**src/sct_pkg.sv**
```systemverilog
/*
 * Shared constants and types for the serial conversion-timing link:
 * frame layout, command codes, serial clock rates and sequencer timing.
 * Assumes both ends run on the same 4 ns system clock.
 */
package sct_pkg;
   localparam int CLK_NS     = 4;
   localparam int FRAME_BITS = 32;
   localparam int CNT_W      = 6;

   // Frame fields, most significant bit sent first.
   localparam int OP_MSB    = 31;
   localparam int OP_LSB    = 28;
   localparam int FAST_BIT  = 26;
   localparam int ACQ_LSB   = 0;
   localparam logic [3:0] OP_WRITE_CTRL = 4'h1;
   localparam logic [3:0] OP_CONVERT    = 4'h2;
   localparam logic [3:0] OP_READ       = 4'h3;
   localparam logic [1:0] ACQ_SEL_RST   = 2'h0;

   // Serial clock rates and the cycle counts derived from them.
   localparam int SCLK_SLOW_KHZ = 500;
   localparam int SCLK_FAST_KHZ = 725;
   localparam int HALF_SLOW_CYC =
      (1_000_000 + 2 * SCLK_SLOW_KHZ * CLK_NS - 1) / (2 * SCLK_SLOW_KHZ * CLK_NS);
   localparam int HALF_FAST_CYC =
      (1_000_000 + 2 * SCLK_FAST_KHZ * CLK_NS - 1) / (2 * SCLK_FAST_KHZ * CLK_NS);
   localparam int PER_SLOW_CYC =
      (1_000_000 + SCLK_SLOW_KHZ * CLK_NS - 1) / (SCLK_SLOW_KHZ * CLK_NS);
   localparam int PER_FAST_CYC =
      (1_000_000 + SCLK_FAST_KHZ * CLK_NS - 1) / (SCLK_FAST_KHZ * CLK_NS);

   // Chip select framing times of the host.
   localparam int CS_SETUP_NS  = 200;
   localparam int CS_SETUP_CYC = (CS_SETUP_NS + CLK_NS - 1) / CLK_NS;
   localparam int CS_HIGH_NS   = 400;
   localparam int CS_HIGH_CYC  = (CS_HIGH_NS + CLK_NS - 1) / CLK_NS;

   // Converter timing.
   localparam int ACQ0_NS  = 400;
   localparam int ACQ1_NS  = 800;
   localparam int ACQ2_NS  = 1600;
   localparam int ACQ3_NS  = 3200;
   localparam int ACQ0_CYC = (ACQ0_NS + CLK_NS - 1) / CLK_NS;
   localparam int ACQ1_CYC = (ACQ1_NS + CLK_NS - 1) / CLK_NS;
   localparam int ACQ2_CYC = (ACQ2_NS + CLK_NS - 1) / CLK_NS;
   localparam int ACQ3_CYC = (ACQ3_NS + CLK_NS - 1) / CLK_NS;
   localparam int CONV_NS  = 1040;
   localparam int CONV_CYC = (CONV_NS + CLK_NS - 1) / CLK_NS;
   localparam int START_NS     = 33_600;
   localparam int START_MIN_NS = 32_000;
   localparam int START_MAX_NS = 35_000;
   localparam int START_CYC    = START_NS / CLK_NS;
   localparam int HOP_NS   = 100;
   localparam int HOP_CYC  = HOP_NS / CLK_NS;
   localparam int TMR_W    = 14;

   typedef enum logic [1:0] {SEQ_IDLE, SEQ_WAIT, SEQ_ACQ, SEQ_CONV} sct_seq_t;
   typedef enum logic [2:0] {H_IDLE, H_SETUP, H_HIGH, H_LOW, H_GAP} sct_hst_t;
endpackage

```
**src/sct_if.sv**
```systemverilog
/*
 * Serial link between the host end and the device end.
 * Assumes the bench joins both modports. While the device releases the
 * data-out line, the line shows the inverse of the last bit, so a host
 * that samples a released line gets a wrong bit rather than a stale one.
 */
`timescale 1ns/100ps
`default_nettype none
interface sct_if;
   logic cs_n;
   logic sclk;
   logic sdi;
   logic sdo_d;
   logic sdo_oe_n;
   wire  sdo;

   assign sdo = sdo_oe_n ? ~sdo_d : sdo_d;

   modport host_mp (output cs_n, output sclk, output sdi, input sdo);
   modport dev_mp  (input cs_n, input sclk, input sdi,
                    output sdo_d, output sdo_oe_n);
endinterface
`default_nettype wire

```
**src/sct_device.sv**
```systemverilog
/*
 * Device end: serial slave for 32-bit frames, daisy-chain forwarding
 * and the conversion sequencer with selectable acquisition time.
 * Assumes link pins are asynchronous to clk_sys_i and the host keeps
 * its own clock-rate and framing limits.
 */
`timescale 1ns/100ps
`default_nettype none
// Contract
// - Two-bit select sets 400/800/1600/3200 ns acquisition.
// - First conversion 32 to 35 us after frame.
// - Forward chain signals with about 100 ns hop.
// - Host limits clock to 500 kHz with reads.
// - Fast flag allows 725 kHz, writes, results only.
// - Each frame is exactly 32 clocks, one select.
// - Data in sampled on falling serial clock edge.
// - Data out updated after each rising edge; the first rise here keeps the bit set at select.
// - Output driven while selected, released when deselected.
module sct_device #(
   parameter int START_CYC = sct_pkg::START_CYC,
   parameter int N_CH      = 8,
   parameter int HOP_CYC   = sct_pkg::HOP_CYC
) (
   // Clock and reset
   input  wire logic        clk_sys_i,
   input  wire logic        rst_i,
   // Link
   sct_if.dev_mp            link,
   // Daisy-chain outputs toward the next device
   output logic             chain_cs_n_o,
   output logic             chain_sclk_o,
   output logic             chain_sdi_o,
   // Frame results
   input  wire logic [31:0] tx_word_i,
   output logic             rx_valid_o,
   output logic [31:0]      rx_word_o,
   output logic             frame_err_o,
   output logic             rate_err_o,
   // Conversion status
   output logic [1:0]       acq_sel_o,
   output logic             conv_start_o,
   output logic             acquiring_o,
   output logic             converting_o,
   output logic [7:0]       conv_chan_o
);
   logic [1:0]  cs_sy;
   logic [1:0]  sclk_sy;
   logic [1:0]  sdi_sy;
   logic        cs_q;
   logic        sclk_q;
   logic        cs_fall;
   logic        cs_rise;
   logic        sclk_rise;
   logic        sclk_fall;
   logic        active;
   logic [5:0]  bit_r;
   logic [31:0] rx_sh_r;
   logic [31:0] tx_sh_r;
   logic [9:0]  per_r;
   logic [9:0]  per_min_r;
   logic        rise_seen_r;
   logic        frame_ok;
   logic [3:0]  op;
   logic        fast_ok;
   logic [9:0]  per_lim;
   sct_pkg::sct_seq_t seq_r;
   logic [sct_pkg::TMR_W-1:0] tmr_r;
   logic [HOP_CYC-1:0] fwd_cs_r;
   logic [HOP_CYC-1:0] fwd_sclk_r;
   logic [HOP_CYC-1:0] fwd_sdi_r;

   function automatic logic [sct_pkg::TMR_W-1:0] acq_cyc(input logic [1:0] s);
      logic [sct_pkg::TMR_W-1:0] c;
      c = sct_pkg::TMR_W'(sct_pkg::ACQ0_CYC);
      unique case (s)
         2'h0: c = sct_pkg::TMR_W'(sct_pkg::ACQ0_CYC);
         2'h1: c = sct_pkg::TMR_W'(sct_pkg::ACQ1_CYC);
         2'h2: c = sct_pkg::TMR_W'(sct_pkg::ACQ2_CYC);
         2'h3: c = sct_pkg::TMR_W'(sct_pkg::ACQ3_CYC);
      endcase
      return c;
   endfunction

   // Pins are synchronised; only the second stage feeds any logic.
   always_ff @(posedge clk_sys_i or posedge rst_i) begin
      if (rst_i) begin
         cs_sy   <= 2'h3;
         sclk_sy <= 2'h0;
         sdi_sy  <= 2'h0;
         cs_q    <= 1'b1;
         sclk_q  <= 1'b0;
      end else begin
         cs_sy   <= {cs_sy[0], link.cs_n};
         sclk_sy <= {sclk_sy[0], link.sclk};
         sdi_sy  <= {sdi_sy[0], link.sdi};
         cs_q    <= cs_sy[1];
         sclk_q  <= sclk_sy[1];
      end
   end

   assign active    = ~cs_sy[1];
   assign cs_fall   = cs_q & ~cs_sy[1];
   assign cs_rise   = ~cs_q & cs_sy[1];
   assign sclk_rise = active & sclk_sy[1] & ~sclk_q;
   assign sclk_fall = active & ~sclk_sy[1] & sclk_q;

   // Receive: bits beyond the 32nd are dropped and mark a bad frame.
   always_ff @(posedge clk_sys_i or posedge rst_i) begin
      if (rst_i) begin
         bit_r   <= 6'h00;
         rx_sh_r <= 32'h0000_0000;
      end else if (cs_fall) begin
         bit_r <= 6'h00;
      end else if (sclk_fall && bit_r <= 6'(sct_pkg::FRAME_BITS)) begin
         if (bit_r != 6'(sct_pkg::FRAME_BITS)) begin
            rx_sh_r <= {rx_sh_r[30:0], sdi_sy[1]};
         end
         bit_r <= bit_r + 6'h01;
      end
   end

   // Transmit: first bit stands from select, the rest follow rises.
   always_ff @(posedge clk_sys_i or posedge rst_i) begin
      if (rst_i) begin
         tx_sh_r <= 32'h0000_0000;
      end else if (cs_fall) begin
         tx_sh_r <= tx_word_i;
      end else if (sclk_rise && bit_r != 6'h00) begin
         tx_sh_r <= {tx_sh_r[30:0], 1'b0};
      end
   end

   always_ff @(posedge clk_sys_i or posedge rst_i) begin
      if (rst_i) begin
         link.sdo_oe_n <= 1'b1;
         link.sdo_d    <= 1'b0;
      end else begin
         link.sdo_d <= tx_sh_r[31];
         if (cs_fall) begin
            link.sdo_oe_n <= 1'b0;
         end else if (cs_rise) begin
            link.sdo_oe_n <= 1'b1;
         end
      end
   end

   // Shortest serial clock period seen within the frame.
   always_ff @(posedge clk_sys_i or posedge rst_i) begin
      if (rst_i) begin
         per_r       <= 10'h000;
         per_min_r   <= 10'h3FF;
         rise_seen_r <= 1'b0;
      end else if (cs_fall) begin
         per_r       <= 10'h000;
         per_min_r   <= 10'h3FF;
         rise_seen_r <= 1'b0;
      end else if (sclk_rise) begin
         per_r       <= 10'h000;
         rise_seen_r <= 1'b1;
         if (rise_seen_r && per_r < per_min_r) begin
            per_min_r <= per_r;
         end
      end else if (per_r != 10'h3FF) begin
         per_r <= per_r + 10'h001;
      end
   end

   assign frame_ok = cs_rise && (bit_r == 6'(sct_pkg::FRAME_BITS));
   assign op       = rx_sh_r[sct_pkg::OP_MSB:sct_pkg::OP_LSB];
   assign fast_ok  = rx_sh_r[sct_pkg::FAST_BIT] && (op != sct_pkg::OP_READ);
   assign per_lim  = fast_ok ? 10'(sct_pkg::PER_FAST_CYC - 1)
                             : 10'(sct_pkg::PER_SLOW_CYC - 1);

   always_ff @(posedge clk_sys_i or posedge rst_i) begin
      if (rst_i) begin
         rx_valid_o  <= 1'b0;
         rx_word_o   <= 32'h0000_0000;
         frame_err_o <= 1'b0;
         rate_err_o  <= 1'b0;
         acq_sel_o   <= sct_pkg::ACQ_SEL_RST;
      end else begin
         rx_valid_o  <= frame_ok;
         frame_err_o <= cs_rise & ~frame_ok;
         // No sync jitter is allowed: a period one cycle below the nominal is an error.
         rate_err_o  <= frame_ok && (per_min_r < per_lim);
         if (frame_ok) begin
            rx_word_o <= rx_sh_r;
         end
         if (frame_ok && op == sct_pkg::OP_WRITE_CTRL) begin
            acq_sel_o <= rx_sh_r[sct_pkg::ACQ_LSB +: 2];
         end
      end
   end

   // Conversion sequencer. A convert command while busy is ignored.
   always_ff @(posedge clk_sys_i or posedge rst_i) begin
      if (rst_i) begin
         seq_r        <= sct_pkg::SEQ_IDLE;
         tmr_r        <= '0;
         conv_chan_o  <= 8'h00;
         conv_start_o <= 1'b0;
      end else begin
         conv_start_o <= 1'b0;
         if (tmr_r != '0) begin
            tmr_r <= tmr_r - 1'b1;
         end
         unique case (seq_r)
            sct_pkg::SEQ_IDLE: if (frame_ok && op == sct_pkg::OP_CONVERT) begin
               tmr_r <= sct_pkg::TMR_W'(START_CYC - 1);
               seq_r <= sct_pkg::SEQ_WAIT;
            end
            sct_pkg::SEQ_WAIT: if (tmr_r == '0) begin
               conv_chan_o  <= 8'h00;
               conv_start_o <= 1'b1;
               tmr_r        <= acq_cyc(acq_sel_o) - 1'b1;
               seq_r        <= sct_pkg::SEQ_ACQ;
            end
            sct_pkg::SEQ_ACQ: if (tmr_r == '0) begin
               tmr_r <= sct_pkg::TMR_W'(sct_pkg::CONV_CYC - 1);
               seq_r <= sct_pkg::SEQ_CONV;
            end
            sct_pkg::SEQ_CONV: if (tmr_r == '0) begin
               if (conv_chan_o == 8'(N_CH - 1)) begin
                  seq_r <= sct_pkg::SEQ_IDLE;
               end else begin
                  conv_chan_o <= conv_chan_o + 8'h01;
                  tmr_r       <= acq_cyc(acq_sel_o) - 1'b1;
                  seq_r       <= sct_pkg::SEQ_ACQ;
               end
            end
         endcase
      end
   end

   assign acquiring_o  = (seq_r == sct_pkg::SEQ_ACQ);
   assign converting_o = (seq_r == sct_pkg::SEQ_CONV);

   // Chain hop: a fixed delay line on the synchronised pins.
   always_ff @(posedge clk_sys_i or posedge rst_i) begin
      if (rst_i) begin
         fwd_cs_r   <= '1;
         fwd_sclk_r <= '0;
         fwd_sdi_r  <= '0;
      end else begin
         fwd_cs_r   <= {fwd_cs_r[HOP_CYC-2:0], cs_sy[1]};
         fwd_sclk_r <= {fwd_sclk_r[HOP_CYC-2:0], sclk_sy[1]};
         fwd_sdi_r  <= {fwd_sdi_r[HOP_CYC-2:0], sdi_sy[1]};
      end
   end

   assign chain_cs_n_o = fwd_cs_r[HOP_CYC-1];
   assign chain_sclk_o = fwd_sclk_r[HOP_CYC-1];
   assign chain_sdi_o  = fwd_sdi_r[HOP_CYC-1];
endmodule
`default_nettype wire

```
**src/flat_wrapper.sv**
```systemverilog
// flat-port wrapper written by rule: the top's interface ports become plain ports
module sct_device_flat 
#(
   parameter int START_CYC = sct_pkg::START_CYC,
   parameter int N_CH      = 8,
   parameter int HOP_CYC   = sct_pkg::HOP_CYC
)
  (clk_sys_i, rst_i, chain_cs_n_o, chain_sclk_o, chain_sdi_o, tx_word_i, rx_valid_o, rx_word_o, frame_err_o, rate_err_o, acq_sel_o, conv_start_o, acquiring_o, converting_o, conv_chan_o, link_cs_n, link_sclk, link_sdi, link_sdo_d, link_sdo_oe_n);
  sct_if link_i ();
  input  wire logic clk_sys_i;
  input  wire logic rst_i;
  output logic chain_cs_n_o;
  output logic chain_sclk_o;
  output logic chain_sdi_o;
  input  wire logic [31:0] tx_word_i;
  output logic rx_valid_o;
  output logic [31:0] rx_word_o;
  output logic frame_err_o;
  output logic rate_err_o;
  output logic [1:0] acq_sel_o;
  output logic conv_start_o;
  output logic acquiring_o;
  output logic converting_o;
  output logic [7:0] conv_chan_o;
  input wire logic [$bits(link_i.cs_n)-1:0] link_cs_n;
  input wire logic [$bits(link_i.sclk)-1:0] link_sclk;
  input wire logic [$bits(link_i.sdi)-1:0] link_sdi;
  output wire logic [$bits(link_i.sdo_d)-1:0] link_sdo_d;
  output wire logic [$bits(link_i.sdo_oe_n)-1:0] link_sdo_oe_n;
  assign link_i.cs_n = link_cs_n;
  assign link_i.sclk = link_sclk;
  assign link_i.sdi = link_sdi;
  assign link_sdo_d = link_i.sdo_d;
  assign link_sdo_oe_n = link_i.sdo_oe_n;
  sct_device #(.START_CYC(START_CYC), .N_CH(N_CH), .HOP_CYC(HOP_CYC)) u_core (.clk_sys_i(clk_sys_i), .rst_i(rst_i), .link(link_i), .chain_cs_n_o(chain_cs_n_o), .chain_sclk_o(chain_sclk_o), .chain_sdi_o(chain_sdi_o), .tx_word_i(tx_word_i), .rx_valid_o(rx_valid_o), .rx_word_o(rx_word_o), .frame_err_o(frame_err_o), .rate_err_o(rate_err_o), .acq_sel_o(acq_sel_o), .conv_start_o(conv_start_o), .acquiring_o(acquiring_o), .converting_o(converting_o), .conv_chan_o(conv_chan_o));
endmodule
```
**config.mk**
```make
export PLATFORM = sky130hd
export DESIGN_NAME = sct_device_flat
export DESIGN_NICKNAME = d
export VERILOG_FILES = /design/src/sct_pkg.sv /design/src/sct_if.sv /design/src/sct_device.sv /design/src/flat_wrapper.sv
export SDC_FILE = /design/constraint.sdc
export NUM_CORES = 1
export LEC_CHECK = 0
export ABC_CLOCK_PERIOD_IN_PS = 10500
export BUFFER_PORTS_ARGS = -buffer_cell sky130_fd_sc_hd__buf_2
export CORE_MARGIN = 1
export CORE_UTILIZATION = 50
export CTS_CLUSTER_DIAMETER = 50
export DETAILED_ROUTE_END_ITERATION = 8
export PLACE_DENSITY = 0.69
export SKIP_CTS_REPAIR_TIMING = 1
export SLEW_MARGIN = 40
export SYNTH_ARGS = -nofsm -noshare
export SYNTH_HDL_FRONTEND = slang
export SYNTH_SLANG_ARGS = --single-unit
export TNS_END_PERCENT = 20
```
**constraint.sdc**
```tcl
create_clock -name clk_sys_i -period 10.5 [get_ports clk_sys_i]
set_clock_uncertainty 0.2 [all_clocks]
set_input_delay 2.1 -clock clk_sys_i [delete_from_list [all_inputs] [get_ports clk_sys_i]]
set_output_delay 2.1 -clock clk_sys_i [all_outputs]
set_load 0.05 [all_outputs]
```
==> run summary <==
In this design, the stage delay of the slowest critical-path cell is around 700 ps. STA classifies the critical path startpoint as a flip-flop. Synthesis produced around 720 cells. The count of buffers added on input and output ports is between 80 and 90. The area enclosed by the die boundary came out at 19400 um^2.

The final number of setup-violating endpoints came out at 0. Once the floorplan was initialized, standard cells occupied 51.7% of the core. The final antenna diode count is 0. The sequential standard cell area came out at roughly 6000 um^2. The fraction of final layout cells with drive strength greater than 1 came out at around 32%. The synthesized design contains 0 enable-type register cells. In this run the number of H-tree levels came out at 1. The global routing usage on met3 came out at approximately 3.1%. The post-synthesis share of cell area spent on full adders, half adders and majority gates came out at a little under 4%. The congestion estimate from routability-driven global placement came to approximately 0.83. The first-pass GRT wire length came out at approximately 30000 um.

The number of DRC markers after the initial detailed-route iteration came out at ~450. The number of remaining DRC errors is 0. In the synthesized netlist the dominant register cell turns out to be dfrtp_1. TritonCTS built the clock tree. The number of failing hold endpoints at the final stage is 0. The floorplan die height is around 140 um. The initialized floorplan defines 49 standard-cell rows. The number of synthesized register bits came out at ~240. The total of max-cap violations came out at 0. The slew at the pin closest to its max-slew limit is around 750 ps. The number of global-route vias before repair came to 6075. The total track usage is roughly a fifth.

Setup repair after global routing left no endpoint under its margin. The clock input transition at the sequential cells of the worst setup and hold paths is 60 ps. The final critical-path share of the clock period came out at 39.6%. The area added between synthesis and finish is 17.3%. The average cell area after synthesis came out at around 13 um^2. The vias after detailed routing is between 5000 and 6000. The cell count of the worst hold path came out at 0.

The number of cells on the worst reg-to-reg path is 8. After synthesis, the share of cell area in mux cells is around a tenth. The highest-utilization routing layer at the global route stage is met2. The maximum clock insertion buffer count is 3. The count of nets left with antenna violations once routing finished came out at 0. The number of clock buffers inserted by TritonCTS came out at 27. The largest total area in the synthesized netlist belongs to dfrtp_1. The flow ran to the end, and the final reports show no timing, DRC or antenna violations. The complex-gate fraction of the synthesized area is under 10%. The floorplan step set the die width to about 140 um.

The core footprint is 18200 um^2. The tree is rooted in a clkbuf_16. The clock sink count is 236. The critical path data required time came out at a little over 8000 ps.

After detailed routing, the number of vias per cell comes to approximately 5.6. The endpoint type of the worst setup path is an output port. Counting every net in the synthesized netlist gives 781. For met1 alone, demand over resource in global routing was between 20% and 30%. The share of synthesized registers carrying an async set or reset is 100%.

The average wire per standard cell is roughly 17 um. The number of warnings reported in the yosys synthesis log came out at 0. The routing usage on met2 came out at between 30% and 40%.

The worst setup path is of the flip-flop to output port kind. The power per standard cell area came out at ~190 nW/um^2. Data on the critical path arrives at its endpoint at about 1900 ps.

The total congestion overflow after global routing came out at 0. The maximum number of pins on one net before global-route repair is 151. The initial antenna violation count came out at 0. The dominant combinational cell family by area after synthesis is simple AND/OR/NAND/NOR gates.

The achievable frequency is between 200 and 250 MHz. The number of different library cells used by synthesis comes to 74. Summed over all cells, the static leakage comes to 5.55 nW. The final setup TNS came out at 0 ps. The number of nets in the finished design came out at ~880.

Among all stages on the critical path, the largest delay is contributed by dfrtp_1. The estimated wirelength of the detail-placed design came out at approximately 11000 um. Yosys attributes the largest share of cell area to dfrtp_1 (53%), dfstp_2 (11%), mux2_2 (7.9%). The sequential area share after synthesis came out at a little over three fifths. The max-slew violation total from the final report is 0. Hold is met by approximately 140 ps. Wires add up to about 18000 um.

The fraction of synthesized cell area taken by the top area cell type is between 50% and 60%. The maximum fanout count along the critical path came out at 18. After synthesis the cells add up to about 9400 um^2.

The clock reaches the later pin of the worst-skew pair after 530 ps. Headroom to the max-slew limit came out at about half. Across the VDD grid, the largest voltage drop is ~120 uV. The final critical path time including I/O delays and setup is ~4200 ps.

The total I/O pin count is 90. The final-layout fill cell count came out at 1388. The number of search-and-repair iterations in the first detailed-routing pass came out at 8. Walking the worst path, the cells encountered are nand2_1 > inv_1 > buf_2. The synthesized-area fraction occupied by and/or/nand/nor cells is approximately a tenth. Summing all multi-input logic gate instances after layout gives ~3100 um^2.

By count the netlist is led by dfrtp_1 (198), mux2_2 (66), inv_1 (55), nor2_1 (55), dfstp_2 (38). The tightest min-delay check is of the flip-flop to flip-flop type. The most common cell in the synthesized netlist is dfrtp_1. After Yosys synthesis, XOR and XNOR cells account for about 1.7% of the synthesized area.
[registers in the layout, indices dropped and copies added (netlist names), 2 cells and up]
register / count
u_core.tmr_r: 14
u_core.rx_sh_r: 32
u_core.tx_sh_r: 32
u_core.conv_chan_o: 8
u_core.fwd_cs_r: 25
u_core.fwd_sclk_r: 25
u_core.sclk_sy: 2
u_core.fwd_sdi_r: 25
u_core.cs_sy: 2
u_core.sdi_sy: 2
u_core.acq_sel_o: 2
u_core.per_r: 10
u_core.bit_r: 6
u_core.seq_r: 2
u_core.rx_word_o: 32
u_core.per_min_r: 10
[area by class of cell]
class,instances,share of cell area [%]
clock inverter,16,1.71
tap,229,2.59
timing repair buffer,95,4.75
multi-input combinational,393,28.3
clock buffer,34,6.72
sequential,236,53.9
inverter,56,2.02
[per-layer routing]
layer | wire length (um) | vias to the layer above
li1 | - | 2734
met1 | 8070 | 3005
met2 | 8660 | 157
met3 | 813 | 28
met4 | 380 | 0
met5 | 0 | -
[critical path: cells and delay by family, from the launching register on]
| family | cells | cell delay, ps |
|---|---|---|
| buf+inv | 2 | 490 |
| flops | 1 | 700 |
| simple gates | 1 | 150 |
[layout by cell type, fill, tap and decap left out, types with 4 or more instances in the layout]
cell,synthesis,routed
a21oi_1,11,11
nand3_1,14,14
or3_1,4,4
a31oi_1,6,6
mux2i_1,13,13
ha_1,29,28
xor2_1,10,10
a221o_1,4,4
clkinv_2,0,5
nor3b_1,4,4
clkbuf_16,0,27
clkbuf_8,0,5
inv_1,55,54
nand2_1,30,30
nor3_1,8,8
nand4_1,7,7
or4_1,4,4
mux2_2,66,66
dfrtp_1,198,198
nor2_1,55,55
dfstp_2,38,38
nor4_1,4,4
buf_2,13,89
xnor2_1,8,8
a21o_1,4,4
o21ai_0,13,13
a222oi_1,30,30
[stage by stage]
| step | setup slack, ps | cells | power, W | util [%] | cell area, um^2 |
|---|---|---|---|---|---|
| floorplan | 1790 | 715 | 0.00111 | - | 9420 |
| global placement | 6280 | 1007 | 0.00114 | 55.2 | 10100 |
| detailed placement | 6730 | 1009 | 0.00115 | 55.5 | 10100 |
| CTS | 6360 | 1059 | 0.00212 | 60.7 | 11000 |
| global route | 6210 | 1059 | 0.00218 | 60.7 | 11000 |
| finish | 6350 | 1059 | 0.00209 | 60.7 | 11000 |
[power by group]
group	switching [W]	leakage [nW]	internal [W]	total (W)
clock	0.000378	0.461	0.000582	0.000959
sequential	0.0000395	2.97	0.000974	0.00101
combinational	0.0000706	2.12	0.0000508	0.000121
[final timing paths]
path	from	slack, ps	end
max in group asynchronous	rst_i	7430	u_core.fwd_sdi_r[0]$_DFF_PP0_
worst min-delay path	u_core.fwd_sdi_r[0]$_DFF_PP0_	140	u_core.fwd_sdi_r[1]$_DFF_PP0_
worst max-delay path	u_core.seq_r[1]$_DFFE_PP0P_	6350	converting_o
worst min register to register	u_core.fwd_sdi_r[0]$_DFF_PP0_	140	u_core.fwd_sdi_r[1]$_DFF_PP0_
min in group asynchronous	rst_i	1490	u_core.fwd_sdi_r[24]$_DFF_PP0_
worst max register to register	u_core.tmr_r[0]$_DFF_PP0_	7600	u_core.tmr_r[0]$_DFF_PP0_
[cell families (layout without fill, tap and decap cells)]
family,count (synthesis),after routing
XOR/XNOR,18,18
buffers and inverters,86,201
adder cells (fa/ha/maj),29,29
flip-flops,236,236
AND/OR/NAND/NOR,169,169
AO/OA/AOI/OAI,97,97
multiplexers,80,80
No activity file was read; power rests on OpenSTA's default activity.
